==> config.mk <==
export PLATFORM = sky130hd
export DESIGN_NAME = pcm_top
export DESIGN_NICKNAME = d
export VERILOG_FILES = /design/src/design/pcm_pkg.sv /design/src/design/pcm_chan_if.sv /design/src/design/pcm_chan_decode.sv /design/src/design/pcm_top.sv
export VERILOG_INCLUDE_DIRS = /design/src /design/src/design
export SDC_FILE = /design/constraint.sdc
export NUM_CORES = 1
export LEC_CHECK = 0
export BUFFER_PORTS_ARGS = -buffer_cell sky130_fd_sc_hd__buf_2
export CAP_MARGIN = 20
export CORE_MARGIN = 2
export CORE_UTILIZATION = 52
export DETAILED_ROUTE_END_ITERATION = 7
export PLACE_DENSITY = 0.8
export SETUP_SLACK_MARGIN = 0.05
export SYNTH_ARGS = -nofsm -noshare
export SYNTH_HDL_FRONTEND = slang
export SYNTH_SLANG_ARGS = --single-unit
==> constraint.sdc <==
create_clock -name core_clk -period 2.08 [get_ports core_clk]
set_input_delay 0.52 -clock core_clk [delete_from_list [all_inputs] [get_ports core_clk]]
set_output_delay 0.52 -clock core_clk [all_outputs]
set_load 0.03 [all_outputs]
==> src/design/pcm_params.svh <==
// constants for the pin channel mode logic: offsets, field positions, reset values
// assumes a 32-bit register bus with byte addresses in the low address bits
`ifndef PCM_PARAMS_SVH
`define PCM_PARAMS_SVH

// ****************************************
// register byte offsets
// ****************************************
`define PCM_OFS_CTRL0 5'h00
`define PCM_OFS_CTRL1 5'h04
`define PCM_OFS_VOFS 5'h08
`define PCM_OFS_IREF 5'h0c
`define PCM_OFS_STAT0 5'h10
`define PCM_OFS_STAT1 5'h14

// ****************************************
// control word field positions
// ****************************************
`define PCM_BIT_INVERT 0
`define PCM_BIT_PARALLEL 1
`define PCM_BIT_DIFF 2
`define PCM_POS_DEADBAND 3
`define PCM_POS_DROOP 6
`define PCM_BIT_LOAD_OFF 9
`define PCM_BIT_LOAD_ON 10
`define PCM_BIT_TERM 11
`define PCM_BIT_QUIET 12
`define PCM_POS_RANGE 13
`define PCM_BIT_FORCE_EN 16
`define PCM_BIT_MEAS_EN 17
`define PCM_BIT_LIMIT_EN 18
`define PCM_BIT_SENSE 19
`define PCM_BIT_FMODE 20
`define PCM_BIT_MMODE 21
`define PCM_BIT_HV 22
`define PCM_CTRL_W 23

// ****************************************
// reset values
// ****************************************
`define PCM_CTRL_RST 23'h000000
`define PCM_DAC_RST 16'h4000
`define PCM_RANGE_B_MAX 3'h3

`endif

==> src/design/pcm_pkg.sv <==
// types shared by the pin channel mode logic and its channel decoder
// assumes pcm_params.svh sits next to it
`include "pcm_params.svh"

package pcm_pkg;

  // per-channel control word, bit 0 at the bottom
  typedef struct packed {
    logic hv_drive_bit;
    logic measure_mode_bit;
    logic force_mode_bit;
    logic sense_route_bit;
    logic limit_enable_bit;
    logic meas_enable_bit;
    logic force_enable_bit;
    logic [2:0] range_field;
    logic serial_quiet_bit;
    logic term_level_select;
    logic load_force_on_bit;
    logic load_off_bit;
    logic [2:0] droop_comp_field;
    logic [2:0] compare_dead_band_field;
    logic diff_compare_bit;
    logic parallel_drive_bit;
    logic invert_bit;
  } pcm_cfg_s;

  typedef enum logic [5:0] {
    PCM_DRV_LOW = 6'h01,
    PCM_DRV_HIGH = 6'h02,
    PCM_DRV_TERM = 6'h04,
    PCM_DRV_HIZ = 6'h08,
    PCM_DRV_HV = 6'h10,
    PCM_DRV_QUIET = 6'h20
  } pcm_drive_e;

  typedef enum logic [3:0] {
    PCM_LD_QUIET = 4'h1,
    PCM_LD_OFF = 4'h2,
    PCM_LD_ON = 4'h4,
    PCM_LD_HIZ = 4'h8
  } pcm_load_e;

  typedef enum logic [2:0] {
    PCM_SN_INT = 3'h1,
    PCM_SN_EXT = 3'h2,
    PCM_SN_GND = 3'h4
  } pcm_sense_e;

  typedef enum logic [4:0] {
    PCM_RG_E = 5'h01,
    PCM_RG_D = 5'h02,
    PCM_RG_C = 5'h04,
    PCM_RG_B = 5'h08,
    PCM_RG_A = 5'h10
  } pcm_range_e;

endpackage

==> src/design/pcm_chan_if.sv <==
// bundle between the top and one channel decoder
// assumes pcm_pkg is compiled first
`timescale 1ns/100ps
`default_nettype none

interface pcm_chan_if;
  import pcm_pkg::*;
  pcm_cfg_s cfg;
  logic eff_data;
  logic receive_input;
  logic quiet_pin_n;
  logic hv_pin_n;
  pcm_drive_e drive;
  pcm_load_e load;
  pcm_sense_e sense;
  pcm_range_e range;
  logic clamp_en;
  logic pmu_active;

  modport ctl (output cfg, eff_data, receive_input, quiet_pin_n, hv_pin_n,
    input drive, load, sense, range, clamp_en, pmu_active);
  modport dec (input cfg, eff_data, receive_input, quiet_pin_n, hv_pin_n,
    output drive, load, sense, range, clamp_en, pmu_active);
endinterface

`default_nettype wire

==> src/design/pcm_chan_decode.sv <==
// combinational decode of one channel's control word into channel states
// assumes inputs are already synchronous and the caller registers the results
`timescale 1ns/100ps
`default_nettype none

module pcm_chan_decode (
  pcm_chan_if.dec ch
);
  import pcm_pkg::*;

  // ****************************************
  // state decode
  // ****************************************
  // low-leak from either source wins over every other control of the driver and the load
  always_comb begin
    logic quiet;
    logic dcl_quiet;
    logic idle_measure_mode;
    quiet = ch.cfg.serial_quiet_bit | ~ch.quiet_pin_n;
    dcl_quiet = quiet | ch.cfg.force_enable_bit;
    // idle mode: nothing forced and nothing measured, so the sense amp is parked
    idle_measure_mode = ~ch.cfg.measure_mode_bit &
      (~ch.quiet_pin_n | (~ch.cfg.force_enable_bit & ch.cfg.force_mode_bit));
    ch.pmu_active = ch.quiet_pin_n & ch.cfg.force_enable_bit;
    // driver level select
    if (dcl_quiet) begin
      ch.drive = PCM_DRV_QUIET;
    end else if (!ch.hv_pin_n) begin
      ch.drive = PCM_DRV_HV;
    end else if (!ch.receive_input) begin
      ch.drive = ch.eff_data ? PCM_DRV_HIGH : PCM_DRV_LOW;
    end else if (ch.cfg.hv_drive_bit) begin
      ch.drive = PCM_DRV_HV;
    end else if (ch.cfg.term_level_select) begin
      ch.drive = PCM_DRV_TERM;
    end else begin
      ch.drive = PCM_DRV_HIZ;
    end
    ch.clamp_en = (ch.drive == PCM_DRV_HIZ);
    // active load
    if (quiet) begin
      ch.load = PCM_LD_QUIET;
    end else if (ch.cfg.load_off_bit) begin
      ch.load = (ch.receive_input && !ch.cfg.term_level_select) ? PCM_LD_HIZ
        : PCM_LD_OFF;
    end else if (ch.cfg.load_force_on_bit) begin
      ch.load = PCM_LD_ON;
    end else if (ch.receive_input && !ch.cfg.term_level_select) begin
      ch.load = PCM_LD_ON;
    end else begin
      ch.load = PCM_LD_OFF;
    end
    // current range, range a only while the unit really forces
    case (ch.cfg.range_field)
      3'h0: ch.range = PCM_RG_E;
      3'h1: ch.range = PCM_RG_D;
      3'h2: ch.range = PCM_RG_C;
      3'h3: ch.range = PCM_RG_B;
      default: ch.range = ch.pmu_active ? PCM_RG_A : PCM_RG_B;
    endcase
    // sense path, grounded in the idle and high-voltage modes
    if (idle_measure_mode || ch.drive == PCM_DRV_HV) begin
      ch.sense = PCM_SN_GND;
    end else begin
      ch.sense = ch.cfg.sense_route_bit ? PCM_SN_EXT : PCM_SN_INT;
    end
  end

endmodule

`default_nettype wire

==> src/design/pcm_top.sv <==
// pin channel mode logic: registers, cross-channel steering and registered pin states
// assumes all pins synchronous to core_clk and an avalon-mm master with waitrequest
// What this block does
// - invert bit inverts channel drive data
// - parallel bit drives both from channel 0
// - parallel plus invert on one channel gives complementary outputs
// - clamps on only in high-impedance receive
// - diff bit 0: independent window comparators
// - diff bit 1: difference onto channel 0
// - diff mode forces channel 1 comparator outputs high
// - three-bit hysteresis code, reset zero
// - droop code shared by driver and comparator
// - either low-leak source forces load quiet
// - load on in receive without termination
// - calibrate forces load on, disable overrides
// - range code picks E to A
// - range A falls back to B
// - one bit gates both limit outputs
// - measure output needs bit and pin
// - voltage offset dac resets to 0x4000
// - current reference dac resets to 0x4000
// - sense bit picks pin or external input
// - sense grounded in idle and high-voltage modes
// - driver level from data, receive, termination
// - low-leak pin quiets driver and load and clears pmu_active at once
//
// The address map and the Avalon-MM register port were chosen for this implementation.
`timescale 1ns/100ps
`default_nettype none
`include "pcm_params.svh"

module pcm_top (
  input wire logic core_clk,
  input wire logic arst_n,
  input wire logic [4:0] avs_address,
  input wire logic avs_read,
  input wire logic avs_write,
  input wire logic [31:0] avs_writedata,
  input wire logic [3:0] avs_byteenable,
  output logic [31:0] avs_readdata,
  output logic avs_waitrequest,
  input wire logic [1:0] drive_data_in,
  input wire logic [1:0] receive_input,
  input wire logic [1:0] quiet_pin_n,
  input wire logic [1:0] hv_pin_n,
  input wire logic [1:0] meas_enable_pin,
  input wire logic [1:0] cmp_above_high,
  input wire logic [1:0] cmp_above_low,
  input wire logic diff_above_high,
  input wire logic diff_above_low,
  input wire logic [1:0] meas_over_max,
  input wire logic [1:0] meas_over_min,
  output logic [1:0] drive_data_out,
  output pcm_pkg::pcm_drive_e drive_state_0,
  output pcm_pkg::pcm_drive_e drive_state_1,
  output logic [1:0] clamp_enable,
  output logic [1:0] window_out_high,
  output logic [1:0] window_out_low,
  output logic [5:0] dead_band_code,
  output logic [5:0] droop_code,
  output pcm_pkg::pcm_load_e load_state_0,
  output pcm_pkg::pcm_load_e load_state_1,
  output pcm_pkg::pcm_range_e range_state_0,
  output pcm_pkg::pcm_range_e range_state_1,
  output pcm_pkg::pcm_sense_e sense_state_0,
  output pcm_pkg::pcm_sense_e sense_state_1,
  output logic [1:0] pmu_active,
  output logic [1:0] limit_flag_high_o,
  output logic [1:0] limit_flag_high_oe,
  output logic [1:0] limit_flag_low_o,
  output logic [1:0] limit_flag_low_oe,
  output logic [1:0] meas_out_enable,
  output logic [15:0] volt_offset_dac,
  output logic [15:0] current_ref_dac
);
  import pcm_pkg::*;

  // ****************************************
  // register bus
  // ****************************************
  pcm_cfg_s ctrl_r [2];
  logic [15:0] vofs_r;
  logic [15:0] iref_r;
  logic wait_r;
  logic [31:0] rdata_r;
  logic [31:0] rdata_nxt;
  logic wr_go;
  logic [31:0] stat_w [2];

  // byte-lane merge of write data into an old word
  function automatic logic [31:0] pcm_merge(input logic [31:0] old,
    input logic [31:0] wd, input logic [3:0] be);
    logic [31:0] res;
    res = old;
    for (int b = 0; b < 4; b++) begin
      if (be[b]) begin
        res[b*8 +: 8] = wd[b*8 +: 8];
      end
    end
    return res;
  endfunction

  // a write lands only on the edge where waitrequest is seen low
  assign wr_go = avs_write && !wait_r;

  // every access answers on the second edge; waitrequest drops for one cycle
  always_ff @(posedge core_clk or negedge arst_n) begin
    if (!arst_n) begin
      wait_r <= 1'b1;
    end else if ((avs_read || avs_write) && wait_r) begin
      wait_r <= 1'b0;
    end else begin
      wait_r <= 1'b1;
    end
  end

  // read mux, unmapped offsets read as zero
  always_comb begin
    case (avs_address)
      `PCM_OFS_CTRL0: rdata_nxt = {9'h000, ctrl_r[0]};
      `PCM_OFS_CTRL1: rdata_nxt = {9'h000, ctrl_r[1]};
      `PCM_OFS_VOFS: rdata_nxt = {16'h0000, vofs_r};
      `PCM_OFS_IREF: rdata_nxt = {16'h0000, iref_r};
      `PCM_OFS_STAT0: rdata_nxt = stat_w[0];
      `PCM_OFS_STAT1: rdata_nxt = stat_w[1];
      default: rdata_nxt = 32'h0000_0000;
    endcase
  end

  // read data is captured as waitrequest drops and held until the next read
  always_ff @(posedge core_clk or negedge arst_n) begin
    if (!arst_n) begin
      rdata_r <= 32'h0000_0000;
    end else if (avs_read && wait_r) begin
      rdata_r <= rdata_nxt;
    end
  end

  // control words, async reset to the power-on defaults
  always_ff @(posedge core_clk or negedge arst_n) begin
    if (!arst_n) begin
      ctrl_r[0] <= `PCM_CTRL_RST;
      ctrl_r[1] <= `PCM_CTRL_RST;
    end else if (wr_go && avs_address == `PCM_OFS_CTRL0) begin
      // bits above the control word are dropped on purpose
      ctrl_r[0] <= pcm_cfg_s'(23'(pcm_merge({9'h000, ctrl_r[0]}, avs_writedata,
        avs_byteenable)));
    end else if (wr_go && avs_address == `PCM_OFS_CTRL1) begin
      ctrl_r[1] <= pcm_cfg_s'(23'(pcm_merge({9'h000, ctrl_r[1]}, avs_writedata,
        avs_byteenable)));
    end
  end

  // shared dac codes, full 16-bit range accepted
  always_ff @(posedge core_clk or negedge arst_n) begin
    if (!arst_n) begin
      vofs_r <= `PCM_DAC_RST;
      iref_r <= `PCM_DAC_RST;
    end else if (wr_go && avs_address == `PCM_OFS_VOFS) begin
      vofs_r <= 16'(pcm_merge({16'h0000, vofs_r}, avs_writedata, avs_byteenable));
    end else if (wr_go && avs_address == `PCM_OFS_IREF) begin
      iref_r <= 16'(pcm_merge({16'h0000, iref_r}, avs_writedata, avs_byteenable));
    end
  end

  assign avs_waitrequest = wait_r;
  assign avs_readdata = rdata_r;
  assign volt_offset_dac = vofs_r;
  assign current_ref_dac = iref_r;

  // ****************************************
  // per-channel decode and registered outputs
  // ****************************************
  logic [1:0] eff_data;
  pcm_drive_e drive_r [2];
  pcm_load_e load_r [2];
  pcm_range_e range_r [2];
  pcm_sense_e sense_r [2];
  logic diff_mode;

  // differential compare is owned by channel 1's control word
  assign diff_mode = ctrl_r[1].diff_compare_bit;

  genvar gi;
  generate
    for (gi = 0; gi < 2; gi++) begin : g_ch
      pcm_chan_if ch ();

      // channel 0 data steers both channels in parallel mode, invert applies after
      assign eff_data[gi] = (ctrl_r[0].parallel_drive_bit ? drive_data_in[0]
        : drive_data_in[gi]) ^ ctrl_r[gi].invert_bit;
      assign ch.cfg = ctrl_r[gi];
      assign ch.eff_data = eff_data[gi];
      assign ch.receive_input = receive_input[gi];
      assign ch.quiet_pin_n = quiet_pin_n[gi];
      assign ch.hv_pin_n = hv_pin_n[gi];

      pcm_chan_decode u_dec (
        .ch(ch)
      );

      // one register stage so every output comes from a flop
      always_ff @(posedge core_clk or negedge arst_n) begin
        if (!arst_n) begin
          drive_r[gi] <= PCM_DRV_QUIET;
          load_r[gi] <= PCM_LD_QUIET;
          range_r[gi] <= PCM_RG_E;
          sense_r[gi] <= PCM_SN_GND;
          clamp_enable[gi] <= 1'b0;
          pmu_active[gi] <= 1'b0;
          drive_data_out[gi] <= 1'b0;
        end else begin
          drive_r[gi] <= ch.drive;
          load_r[gi] <= ch.load;
          range_r[gi] <= ch.range;
          sense_r[gi] <= ch.sense;
          clamp_enable[gi] <= ch.clamp_en;
          pmu_active[gi] <= ch.pmu_active;
          drive_data_out[gi] <= eff_data[gi];
        end
      end

      // codes, measure gate and open-drain limit flags
      always_ff @(posedge core_clk or negedge arst_n) begin
        if (!arst_n) begin
          dead_band_code[gi*3 +: 3] <= 3'h0;
          droop_code[gi*3 +: 3] <= 3'h0;
          meas_out_enable[gi] <= 1'b0;
          limit_flag_high_o[gi] <= 1'b0;
          limit_flag_low_o[gi] <= 1'b0;
          limit_flag_high_oe[gi] <= 1'b0;
          limit_flag_low_oe[gi] <= 1'b0;
        end else begin
          dead_band_code[gi*3 +: 3] <= ctrl_r[gi].compare_dead_band_field;
          // same droop code feeds the driver and the comparator input
          droop_code[gi*3 +: 3] <= ctrl_r[gi].droop_comp_field;
          meas_out_enable[gi] <= ctrl_r[gi].meas_enable_bit & meas_enable_pin[gi];
          limit_flag_high_o[gi] <= 1'b0;
          limit_flag_low_o[gi] <= 1'b0;
          // high flag pulls low above the max limit, low flag below the min; disabled releases
          limit_flag_high_oe[gi] <= ctrl_r[gi].limit_enable_bit & meas_over_max[gi];
          limit_flag_low_oe[gi] <= ctrl_r[gi].limit_enable_bit & ~meas_over_min[gi];
        end
      end
    end
  endgenerate

  // status words: drive, load, range and sense states side by side
  assign stat_w[0] = {12'h000, pmu_active[0], clamp_enable[0], sense_r[0], range_r[0],
    load_r[0], drive_r[0]};
  assign stat_w[1] = {12'h000, pmu_active[1], clamp_enable[1], sense_r[1], range_r[1],
    load_r[1], drive_r[1]};

  assign drive_state_0 = drive_r[0];
  assign drive_state_1 = drive_r[1];
  assign load_state_0 = load_r[0];
  assign load_state_1 = load_r[1];
  assign range_state_0 = range_r[0];
  assign range_state_1 = range_r[1];
  assign sense_state_0 = sense_r[0];
  assign sense_state_1 = sense_r[1];

  // ****************************************
  // window comparator routing
  // ****************************************
  // differential result rides channel 0; channel 1 parks high so it reads as no edge
  always_ff @(posedge core_clk or negedge arst_n) begin
    if (!arst_n) begin
      window_out_high <= 2'h0;
      window_out_low <= 2'h0;
    end else if (diff_mode) begin
      window_out_high <= {1'b1, diff_above_high};
      window_out_low <= {1'b1, diff_above_low};
    end else begin
      window_out_high <= cmp_above_high;
      window_out_low <= cmp_above_low;
    end
  end

  // ****************************************
  // checks
  // ****************************************
  a_par_complement:
  assert property (@(posedge core_clk) disable iff (!arst_n)
    $past(ctrl_r[0].parallel_drive_bit && (ctrl_r[0].invert_bit != ctrl_r[1].invert_bit))
    |-> drive_data_out[0] != drive_data_out[1])
    else $error("parallel invert outputs not complementary");
  a_invert_data:
  assert property (@(posedge core_clk) disable iff (!arst_n)
    $past(!ctrl_r[0].parallel_drive_bit && ctrl_r[1].invert_bit)
    |-> drive_data_out[1] == !$past(drive_data_in[1]))
    else $error("channel 1 data not inverted");
  a_parallel_src:
  assert property (@(posedge core_clk) disable iff (!arst_n)
    $past(ctrl_r[0].parallel_drive_bit && !ctrl_r[1].invert_bit)
    |-> drive_data_out[1] == $past(drive_data_in[0]))
    else $error("channel 1 not driven from channel 0 data");
  a_clamp_hiz:
  assert property (@(posedge core_clk) disable iff (!arst_n)
    clamp_enable[0] == (drive_r[0] == PCM_DRV_HIZ))
    else $error("clamp enable disagrees with driver state");
  a_diff_ch1_high:
  assert property (@(posedge core_clk) disable iff (!arst_n)
    diff_mode |=> window_out_high[1] && window_out_low[1])
    else $error("channel 1 comparator not forced high");
  a_diff_route:
  assert property (@(posedge core_clk) disable iff (!arst_n)
    $past(diff_mode) |-> window_out_low[0] == $past(diff_above_low))
    else $error("differential result not on channel 0");
  a_quiet_all:
  assert property (@(posedge core_clk) disable iff (!arst_n)
    !quiet_pin_n[0] |=> load_r[0] == PCM_LD_QUIET && drive_r[0] == PCM_DRV_QUIET
    && !pmu_active[0])
    else $error("low-leak pin did not quiet channel 0");
  a_range_a_gate:
  assert property (@(posedge core_clk) disable iff (!arst_n)
    range_r[0] == PCM_RG_A |-> $past(quiet_pin_n[0] && ctrl_r[0].force_enable_bit))
    else $error("range a outside forcing mode");
  a_limit_release:
  assert property (@(posedge core_clk) disable iff (!arst_n)
    $past(!ctrl_r[1].limit_enable_bit) |-> !limit_flag_high_oe[1] && !limit_flag_low_oe[1])
    else $error("disabled limit flag still driven");
  a_meas_gate:
  assert property (@(posedge core_clk) disable iff (!arst_n)
    meas_out_enable[0] |-> $past(ctrl_r[0].meas_enable_bit && meas_enable_pin[0]))
    else $error("measure output enabled without both controls");
  a_bus_one_wait:
  assert property (@(posedge core_clk) disable iff (!arst_n)
    (avs_read || avs_write) && wait_r |=> !avs_waitrequest ##1 avs_waitrequest)
    else $error("waitrequest not released for exactly one cycle");

endmodule

`default_nettype wire

==> run summary, run 1 <==
- Max Root-Sink Buffers: 2
- synthesized area divided by synthesized cell count: 13.6 um^2
- library cells used by synthesis: 45
- Worst Setup Start Kind: register
- critical path endpoint category: register
- Die Span X: 119 um
- Antenna Nets Post-Route: 0
- setup repair after global routing missed its margin: no
- switching share of power: 26.8%
- initial antenna violation count: 0
- Total Nets Final: 778
- CTS Hold Bufs: 0
- gate count of the mapped netlist: 506
- combinational cell fraction of total power: 13.9%
- via count of the first global-routing pass: 5,182
- relative slew slack: 49.0%
- number of placement rows: 41
- ys async rst share: 100%
- Final WS setup: 0.243 ns
- number of I/O pins: 198
- wire length of the first global-routing pass: 27.7 mm
- count of unresolved DRC violations after routing: 0
- proportion of synthesized chip area in sequential cells: 60.8%
- switching component of the power: 2.15 mW
- total congestion overflow after global routing: 0
- final total negative setup slack: 0 ns
- number of port buffers: 174
- outcome: finished, final reports clean
- multiplexer fraction of the synthesized cell area: 21.7%
- largest net degree at the start of global routing: 60
- required time worst endpoint: 2.43 ns
- half-perimeter wire length after placement: 12.6 mm
- class of the most critical setup path: register to register
- clock transition at the register clock pins on the worst setup and hold paths after CTS: 0.06 ns
- internal cell power: 5.86 mW
- post-layout total power: 8.01 mW
- Worst Clk Skew: 0.00690 ns
- portion of synthesized cell area occupied by the leading cell type: 56.5%
- placeable core area: 12,800 um^2
- crit path DAT: 2.19 ns
- share of total power in sequential cells: 45.7%
- worst min-delay path class: primary input to asynchronous set/reset pin
- list of most frequent post-synthesis cells: dfrtp_1, mux2_2, mux2i_1, nand2_1, o21ai_0
- biggest area contributors in the synthesized netlist: dfrtp_1, mux2_2, mux2i_1
- cell taking the most area after synthesis: dfrtp_1
- setup slack at placement: -0.0801 ns
- # resized after CTS: 0
- maximum ir drop on the vdd rail: 0.584 mV
- clock tree root buffer cell: clkbuf_16
- aggregate global-route resource usage: 26.0%
- min cycle time layout: 1.84 ns
- TritonCTS Sinks: 166
- layout cells sized above 1: 47.0%
- Adder-Cell Fraction of Synth Area: 0%
- Power Dens Cells: 909 nW/um^2
- cell with the most instances after synthesis: dfrtp_1
- transition time at the pin with the least slew margin: 0.758 ns
- vertical die dimension: 119 um
- wire length reported by the detailed router: 17.7 mm
- CP max FO: 24
- Total Die Area: 14,100 um^2
- Synth-to-Final Area Change: 28.4%
- setup violation total in the final timing report: 0
- WL/cell: 19.6 um
- TritonCTS clock tree: done
- leakage power of the design: 4.64 nW
- total count of hold-check failures in the final report: 0
- total number of vias: 5,005
- fraction of the mapped netlist area in simple logic gates: 7.86%
- number of vias per cell: 5.57
- clock share of power: 40.4%
- xor and xnor area share after synthesis: 0.255%
- number of buffers added by the clock tree synthesis step: 17
- first-iteration detailed-routing DRC count: 304
- number of enable-type register cells in the synthesized netlist: 0
- Post-CTS Repair Setup Buffers: 0
- FF+latch count, synth: 166
- flip-flop cell with the highest count after synthesis: dfrtp_1
- H-tree levels: 4
- insertion delay to the later sink of the worst-skew pair: 0.43 ns
- combinational family with the most area after synthesis: multiplexers
- Max Transition Viols Final: 0
- complex-gate fraction of the synthesized area: 6.16%
- GPL Wtd Cong: 0.883
- final clock period utilization by the worst path: 88.3%
- number of warnings issued by yosys: 0
- number of max-capacitance violations reported: 0
- highest clock frequency the design can meet: 0.544 GHz
- length of the first detailed-routing pass in iterations: 5
- starting utilization of the core area: 53.7%
- cell area after synthesis: 6860 um^2
sequential cells by signal (all words and copies together), names as in the netlist, 2 cells and up:
name,flops
avs_readdata,23
clamp_enable,2
ctrl_r,45
current_ref_dac,16
dead_band_code,6
drive_data_out,2
drive_state_0,6
drive_state_1,6
droop_code,6
limit_flag_high_oe,2
limit_flag_low_oe,2
load_state_0,4
load_state_1,4
meas_out_enable,2
pmu_active,2
range_state_0,5
range_state_1,5
sense_state_0,3
sense_state_1,3
volt_offset_dac,16
window_out_high,2
window_out_low,2
power by group through the flow:
| stage | combinational, mW | clock (mW) | sequential (mW) |
|---|---|---|---|
| 3_5_place_dp | 1.11 | 0 | 3.71 |
| 6_report | 1.11 | 3.24 | 3.66 |
| 4_1_cts | 1.12 | 3.27 | 3.66 |
| 5_1_grt | 1.19 | 3.42 | 3.68 |
| 2_1_floorplan | 0.396 | 0 | 3.97 |
| 3_3_place_gp | 1.09 | 0 | 3.69 |
final timing paths:
kind / cells after the start / slack [ns] / to / start
setup / recovery: 5 / 0.24 / avs_readdata[18] / avs_waitrequest
hold / removal: 1 / 0.06 / window_out_low[0] / arst_n
setup reg to reg: 5 / 0.24 / avs_readdata[18] / avs_waitrequest
hold reg to reg: 0 / 0.40 / droop_code[2] / ctrl_r[31]
max in group asynchronous: 2 / 1.31 / volt_offset_dac[14] / arst_n
min in group core_clk: 2 / 0.25 / limit_flag_low_oe[1] / meas_over_min[1]
final cells by class:
cell class                 count  area [um^2]
sequential                   166         4170
fill                         914         3970
multi-input combinational    311         2520
timing repair buffer         211         1260
clock buffer                  22          474
tap                          172          215
clock inverter                10          144
inverter                       6         22.5
antenna                        1         2.50
per-layer routing:
layer	global-route usage [%]	vias up	share of wire, %
met5	0	-	0
met4	9.82	0	1.8
met3	6.85	31	7.1
met2	41.9	236	49
met1	34.0	2513	42
li1	-	2225	-
layout by cell type (no fill, tap or decap), drive strengths merged, types with 3 or more instances in the layout:
cell type  netlist  routed
clkinv           0       3
clkinvlp         0       3
nor2            12      12
nand3            4       4
a32oi            3       3
nor4             3       3
clkbuf           7      22
nand2b           4       4
a22o             4       4
bufinv           0       3
buf             28     211
a21oi            3       3
nand2           20      20
dfstp           11      11
inv              6       7
and3             5       5
dfrtp          155     155
mux2            83      83
conb             1      13
o22ai           15      15
o21ai           20      20
nor3b            5       5
nor2b            9       9
nor3            11      11
and2             9       9
a22oi           15      15
mux2i           53      53
logic make-up after synthesis:
| logic type | Yosys count |
|---|---|
| buffers and inverters | 41 |
| XOR/XNOR | 2 |
| flip-flops | 166 |
| AO/OA/AOI/OAI | 65 |
| AND/OR/NAND/NOR | 94 |
| multiplexers | 137 |
| other | 1 |
worst max-delay path: stages, from the launching register on:
cell and delay (ns):
dfstp_2 0.55, nand2_1 0.09, buf_4 0.26, nor4_1 0.61
a32oi_1 0.13, nand2_1 0.12
per-stage QoR:
step                      hold slack [ns]  area, um^2  utilization, %  cells
after floorplan                     0.224        6910               -    518
after global placement              0.374        8190            64.1    866
after detailed placement            0.379        8190            64.1    866
after CTS                          0.0684        8800            68.9    898
after global routing               0.0903        8800            68.9    898
final                              0.0556        8810            68.9    899
No activity file was read; power rests on OpenSTA's default activity.
==> run 2: changes to the inputs <==
==> constraint.sdc (replaced) <==
create_clock -name core_clk -period 2.08 [get_ports core_clk]
set_input_delay 0.104 -clock core_clk [delete_from_list [all_inputs] [get_ports core_clk]]
set_output_delay 0.104 -clock core_clk [all_outputs]
set_load 0.03 [all_outputs]
==> run summary, run 2 (same netlist as run 1, synthesis figures left out) <==
- outcome: finished, final reports clean
- combinational cell fraction of total power: 15.3%, +1.4 points
- total placed cells including tap cells: 853, -1.5%
- number of non-filler instances in the completed layout: 929, +3.3%
- vertical die dimension: 119 um, unchanged
- clock transition at the register clock pins on the worst setup and hold paths after CTS: 0.06 ns, about the same
- TritonCTS clock tree: done
- flip-flop count of the largest register, all copies and words added: 45, unchanged
- Max Transition Viols Final: 0, unchanged
- final total negative setup slack: 0 ns, unchanged
- switching share of power: 27.1%, +0.28 points
- largest net degree at the start of global routing: 68, +13%
- number of placement rows: 41, unchanged
- relative slew slack: 50.0%, +0.98 points
- placement-stage cell area: 8000 um^2, -2.3%
- Worst Clk Skew: 0.00881 ns, +0.00191 ns
- starting utilization of the core area: 53.7%, unchanged
- setup slack at placement: 0.167 ns, +0.247 ns
- number of buffers added by the clock tree synthesis step: 17, unchanged
- Final WS setup: 0.314 ns, +0.0707 ns
- # resized after CTS: 0, unchanged
- CP max FO: 11, -54%
- min cycle time layout: 1.77 ns, -0.0707 ns
- first-iteration detailed-routing DRC count: 475, +56%
- TritonCTS Sinks: 166, unchanged
- setup repair after global routing missed its margin: no
- highest clock frequency the design can meet: 0.566 GHz, +4.0%
- Antenna Nets Post-Route: 0, unchanged
- Final Hold Slack: 0.0444 ns, -0.0112 ns
- Multi-input gate area: 2520 um^2, unchanged
- critical path endpoint category: register
- Post-CTS Repair Setup Buffers: 0, unchanged
- worst min-delay path class: primary input to register
- GPL Wtd Cong: 0.846, -4.2%
- wire length reported by the detailed router: 18.0 mm, +2.1%
- switching component of the power: 2.07 mW, -3.9%
- WL/cell: 19.4 um, -1.2%
- leakage power of the design: 4.71 nW, +1.4%
- Die Span X: 119 um, unchanged
- total number of vias: 5,152, +2.9%
- transition time at the pin with the least slew margin: 0.750 ns, -0.00777 ns
- FF+latch area: 4170 um^2, unchanged
- Max Root-Sink Buffers: 2, unchanged
- crit path DAT: 2.10 ns, -0.09 ns
- utilization of the core after routing: 70.2%, +1.3 points
- via count of the first global-routing pass: 5,326, +2.8%
- length of the first detailed-routing pass in iterations: 5, unchanged
- layout cells sized above 1: 42.8%, -4.2 points
- leading cell types in the layout, fill and taps excluded: buf_2, dfrtp_1, mux2_2
- placeable core area: 12,800 um^2, unchanged
- clock share of power: 36.8%, -3.6 points
- Synth-to-Final Area Change: 30.8%
- required time worst endpoint: 2.41 ns, -0.02 ns
- number of max-capacitance violations reported: 0, unchanged
- cells traversed along the worst timing path: nand2_1 > a2111oi_2 > nand2_1 > buf_4 > o21ai_0
- most flop-heavy register: ctrl_r
- half-perimeter wire length after placement: 12.3 mm, -2.0%
- total count of hold-check failures in the final report: 0, unchanged
- Total Die Area: 14,100 um^2, unchanged
- final clock period utilization by the worst path: 84.9%, -3.4 points
- setup violation total in the final timing report: 0, unchanged
- post-layout total power: 7.62 mW, -4.8%
- class of the most critical setup path: register to register
- wire length of the first global-routing pass: 28.2 mm, +1.8%
- most common library cell in the layout ignoring fill and taps: buf_2
- maximum ir drop on the vdd rail: 0.545 mV, -6.7%
- slowest cell on the critical path: dfstp_2
- number of I/O pins: 198, unchanged
- insertion delay to the later sink of the worst-skew pair: 0.43 ns, about the same
- total congestion overflow after global routing: 0, unchanged
- most prevalent standard cell on the critical path: nand2_1
- Worst Setup Start Kind: register
- worst stage delay on the critical path: 0.56 ns, -0.05 ns
- final antenna diode count: 0, -1
- count of unresolved DRC violations after routing: 0, unchanged
- clock tree root buffer cell: clkbuf_16
- share of total power in sequential cells: 48.0%, +2.3 points
- count of fill cells added during filler insertion: 876, -4.2%
- Total Nets Final: 809, +4.0%
- aggregate global-route resource usage: 26.3%, +0.28 points
- H-tree levels: 4, unchanged
- number of port buffers: 174, unchanged
- Power Dens Cells: 850 nW/um^2, -6.6%
- number of vias per cell: 5.55, -0.39%
- internal cell power: 5.55 mW, -5.2%
- initial antenna violation count: 0, unchanged
- area of all placed cells without fillers: 8970 um^2, +1.9%
==> run 2: cell types whose count changed in the layout (fill, tap and decap cells not counted), moves of 3 or more <==
cell	previous run	this run
clkbuf_1	2	6
buf_4	30	24
clkinv_2	1	4
bufinv_16	3	0
dlygate4sd3_1	0	44
buf_12	8	1
==> run 2: what timing repair did <==
action	CTS	global route
endpoints found under the hold margin	159	0
hold buffers	44	0
setup endpoints to repair	0	0
==> run 2: final cells by class <==
class / count / area share (%)
inverter: 6 / 0.251
multi-input combinational: 311 / 28.1
clock inverter: 5 / 0.307
clock buffer: 27 / 5.61
timing repair buffer: 242 / 16.9
sequential: 166 / 46.5
tap: 172 / 2.40
==> run 2: power groups by stage <==
stage	clock network, mW	registers (mW)	logic [mW]
floorplan	0	3.97	0.396
global placement	0	3.69	1.07
detailed placement	0	3.71	1.09
CTS	2.86	3.65	1.17
global route	3.01	3.68	1.24
finish	2.80	3.66	1.16
==> run 2: worst max-delay path, delay by kind of cell (launching register included) <==
kind	cells	cell delay, ns
AOI/OAI and AO/OA	2	0.66
DFF	1	0.56
buffers and inverters	1	0.22
and+or+nand+nor	2	0.23
==> run 2: worst paths after layout <==
check | startpoint | to | slack, ns | cells after the start
worst max-delay path | avs_waitrequest | avs_readdata[21] | 0.31 | 5
worst min-delay path | receive_input[0] | drive_state_0[2] | 0.04 | 3
worst max register to register | avs_waitrequest | avs_readdata[21] | 0.31 | 5
worst min register to register | ctrl_r[26] | dead_band_code[0] | 0.40 | 0
max in group asynchronous | arst_n | sense_state_0[2] | 1.07 | 3
min in group asynchronous | arst_n | window_out_low[0] | 0.25 | 2
==> run 2: per-layer routing <==
layer	global-route usage, %	vias to the layer above	wire [um]
met5	0	-	0
li1	-	2268	-
met3	6.32	41	1270
met4	12.1	0	507
met2	42.7	241	8940
met1	33.5	2602	7310
==> run 3: changes to the inputs <==
clock period = 1.8 ns   (was 2.08 ns; I/O delays follow)
==> run summary, run 3 (same netlist as run 1, synthesis figures left out) <==
- layout cells sized above 1: 43.7%, +0.93 points
- number of placement rows: 41, unchanged
- flip-flop count of the largest register, all copies and words added: 45, unchanged
- wire length of the first global-routing pass: 28.8 mm, +2.0%
- class of the most critical setup path: register to register
- number of I/O pins: 198, unchanged
- TritonCTS Sinks: 166, unchanged
- internal cell power: 6.82 mW, +23%
- total number of vias: 5,255, +2.0%
- maximum ir drop on the vdd rail: 0.672 mV, +23%
- share of total power in sequential cells: 45.6%, -2.4 points
- TritonCTS clock tree: done
- total congestion overflow after global routing: 0, unchanged
- Worst Setup Start Kind: register
- highest clock frequency the design can meet: 0.590 GHz, +4.2%
- Post-CTS Repair Setup Buffers: 0, unchanged
- CP max FO: 11, unchanged
- vertical die dimension: 119 um, unchanged
- switching component of the power: 2.45 mW, +19%
- min cycle time layout: 1.69 ns, -0.0712 ns
- half-perimeter wire length after placement: 12.6 mm, +2.1%
- count of unresolved DRC violations after routing: 0, unchanged
- most flop-heavy register: ctrl_r
- Power Dens Cells: 1010 nW/um^2, +19%
- first-iteration detailed-routing DRC count: 369, -22%
- most common library cell in the layout ignoring fill and taps: buf_2
- switching share of power: 26.5%, -0.67 points
- placeable core area: 12,800 um^2, unchanged
- combinational cell fraction of total power: 14.7%, -0.6 points
- length of the first detailed-routing pass in iterations: 5, unchanged
- Total Nets Final: 818, +1.1%
- setup repair after global routing missed its margin: no
- insertion delay to the later sink of the worst-skew pair: 0.43 ns, about the same
- crit path DAT: 2.03 ns, -0.07 ns
- leakage power of the design: 4.80 nW, +1.9%
- total placed cells including tap cells: 861, +0.94%
- number of buffers added by the clock tree synthesis step: 17, unchanged
- clock tree root buffer cell: clkbuf_16
- clock transition at the register clock pins on the worst setup and hold paths after CTS: 0.06 ns, about the same
- worst min-delay path class: primary input to register
- outcome: finished, final reports clean
- GPL Wtd Cong: 0.860, +1.6%
- H-tree levels: 4, unchanged
- number of port buffers: 174, unchanged
- depth of the most critical reg-to-reg path: 5, unchanged
- Antenna Nets Post-Route: 0, unchanged
- Worst Clk Skew: 0.00629 ns, -0.00252 ns
- final clock period utilization by the worst path: 94.2%, +9.3 points
- initial antenna violation count: 0, unchanged
- number of max-capacitance violations reported: 0, unchanged
- Total Die Area: 14,100 um^2, unchanged
- clock share of power: 39.6%, +2.8 points
- Final Hold Slack: 0.0487 ns, +0.00429 ns
- leading cell types in the layout, fill and taps excluded: buf_2, dfrtp_1, mux2_2
- Synth-to-Final Area Change: 34.0%
- required time worst endpoint: 2.14 ns, -0.27 ns
- Max Transition Viols Final: 0, unchanged
- largest net degree at the start of global routing: 53, -22%
- aggregate global-route resource usage: 27.0%, +0.72 points
- setup violation total in the final timing report: 0, unchanged
- final total negative setup slack: 0 ns, unchanged
- number of non-filler instances in the completed layout: 938, +0.97%
- WL/cell: 19.8 um, +2.1%
- critical path endpoint category: register
- final antenna diode count: 0, unchanged
- number of cells on the worst hold path: 3, unchanged
- number of vias per cell: 5.60, +1.0%
- starting utilization of the core area: 53.7%, unchanged
- wire length reported by the detailed router: 18.6 mm, +3.0%
- Die Span X: 119 um, unchanged
- via count of the first global-routing pass: 5,436, +2.1%
- total count of hold-check failures in the final report: 0, unchanged
- count of fill cells added during filler insertion: 892, +1.8%
- Max Root-Sink Buffers: 2, unchanged
==> run 3: changes by cell type in the layout (fill, tap and decap cells not counted), sizes merged <==
cell,before,now
buf,198,206
bufinv,0,3
clkbuf,27,24
dlygate4sd3,44,45
==> run 3: what timing repair did <==
item                                    CTS  global route
endpoints found under the setup margin    1             1
resized for setup                         1             1
hold buffers                             45             0
hold endpoints to repair                254             0
==> run 3: worst paths after layout <==
path | startpoint | to | slack [ns]
min | drive_data_in[1] | drive_data_out[1] | 0.05
max reg2reg | avs_waitrequest | avs_readdata[15] | 0.11
max in group asynchronous | arst_n | load_state_1[0] | 0.95
max | avs_waitrequest | avs_readdata[15] | 0.11
min reg2reg | ctrl_r[4] | dead_band_code[4] | 0.40
min in group asynchronous | arst_n | ctrl_r[41] | 0.17
==> run 3: power groups by stage <==
stage                     clock (mW)  sequential (mW)  combinational, mW
after floorplan                    0             4.59              0.459
after global placement             0             4.27               1.25
after detailed placement           0             4.29               1.28
after CTS                       3.73             4.23               1.37
after global routing            3.89             4.26               1.45
final                           3.67             4.23               1.37
==> run 3: cell type report <==
cell class                      count  area, um^2  share of cell area [%]
Timing Repair Buffer              251        1650                    17.9
Multi-Input combinational cell    311        2540                    27.6
Inverter                            6        22.5                   0.245
Tap cell                          172         215                    2.34
Sequential cell                   166        4170                    45.3
Clock buffer                       24         482                    5.24
Clock inverter                      8         121                    1.32
==> run 3: routing by layer <==
metal	GRT usage, %	share of wire [%]
met5	0	0
met4	10.9	1.8
met3	6.85	6.8
met2	45.3	51
met1	33.6	40
==> run 3: stage by stage <==
step                      util [%]  setup slack, ns  area (um^2)  total power [mW]
after floorplan                  -           0.0651         6920              5.05
after global placement        63.7            0.103         8140              5.52
after detailed placement      63.7          0.00727         8140              5.57
after CTS                     72.0            0.114         9190              9.32
after global routing          72.0           0.0541         9190              9.60
final                         72.0            0.105         9190              9.27
==> run 3: critical path, cell delays in order (launching register included) <==
cell and delay (ns):
dfstp_2 0.56, nand2_2 0.09, a2111oi_4 0.38, nand2_1 0.13
buf_4 0.23, o21ai_1 0.21
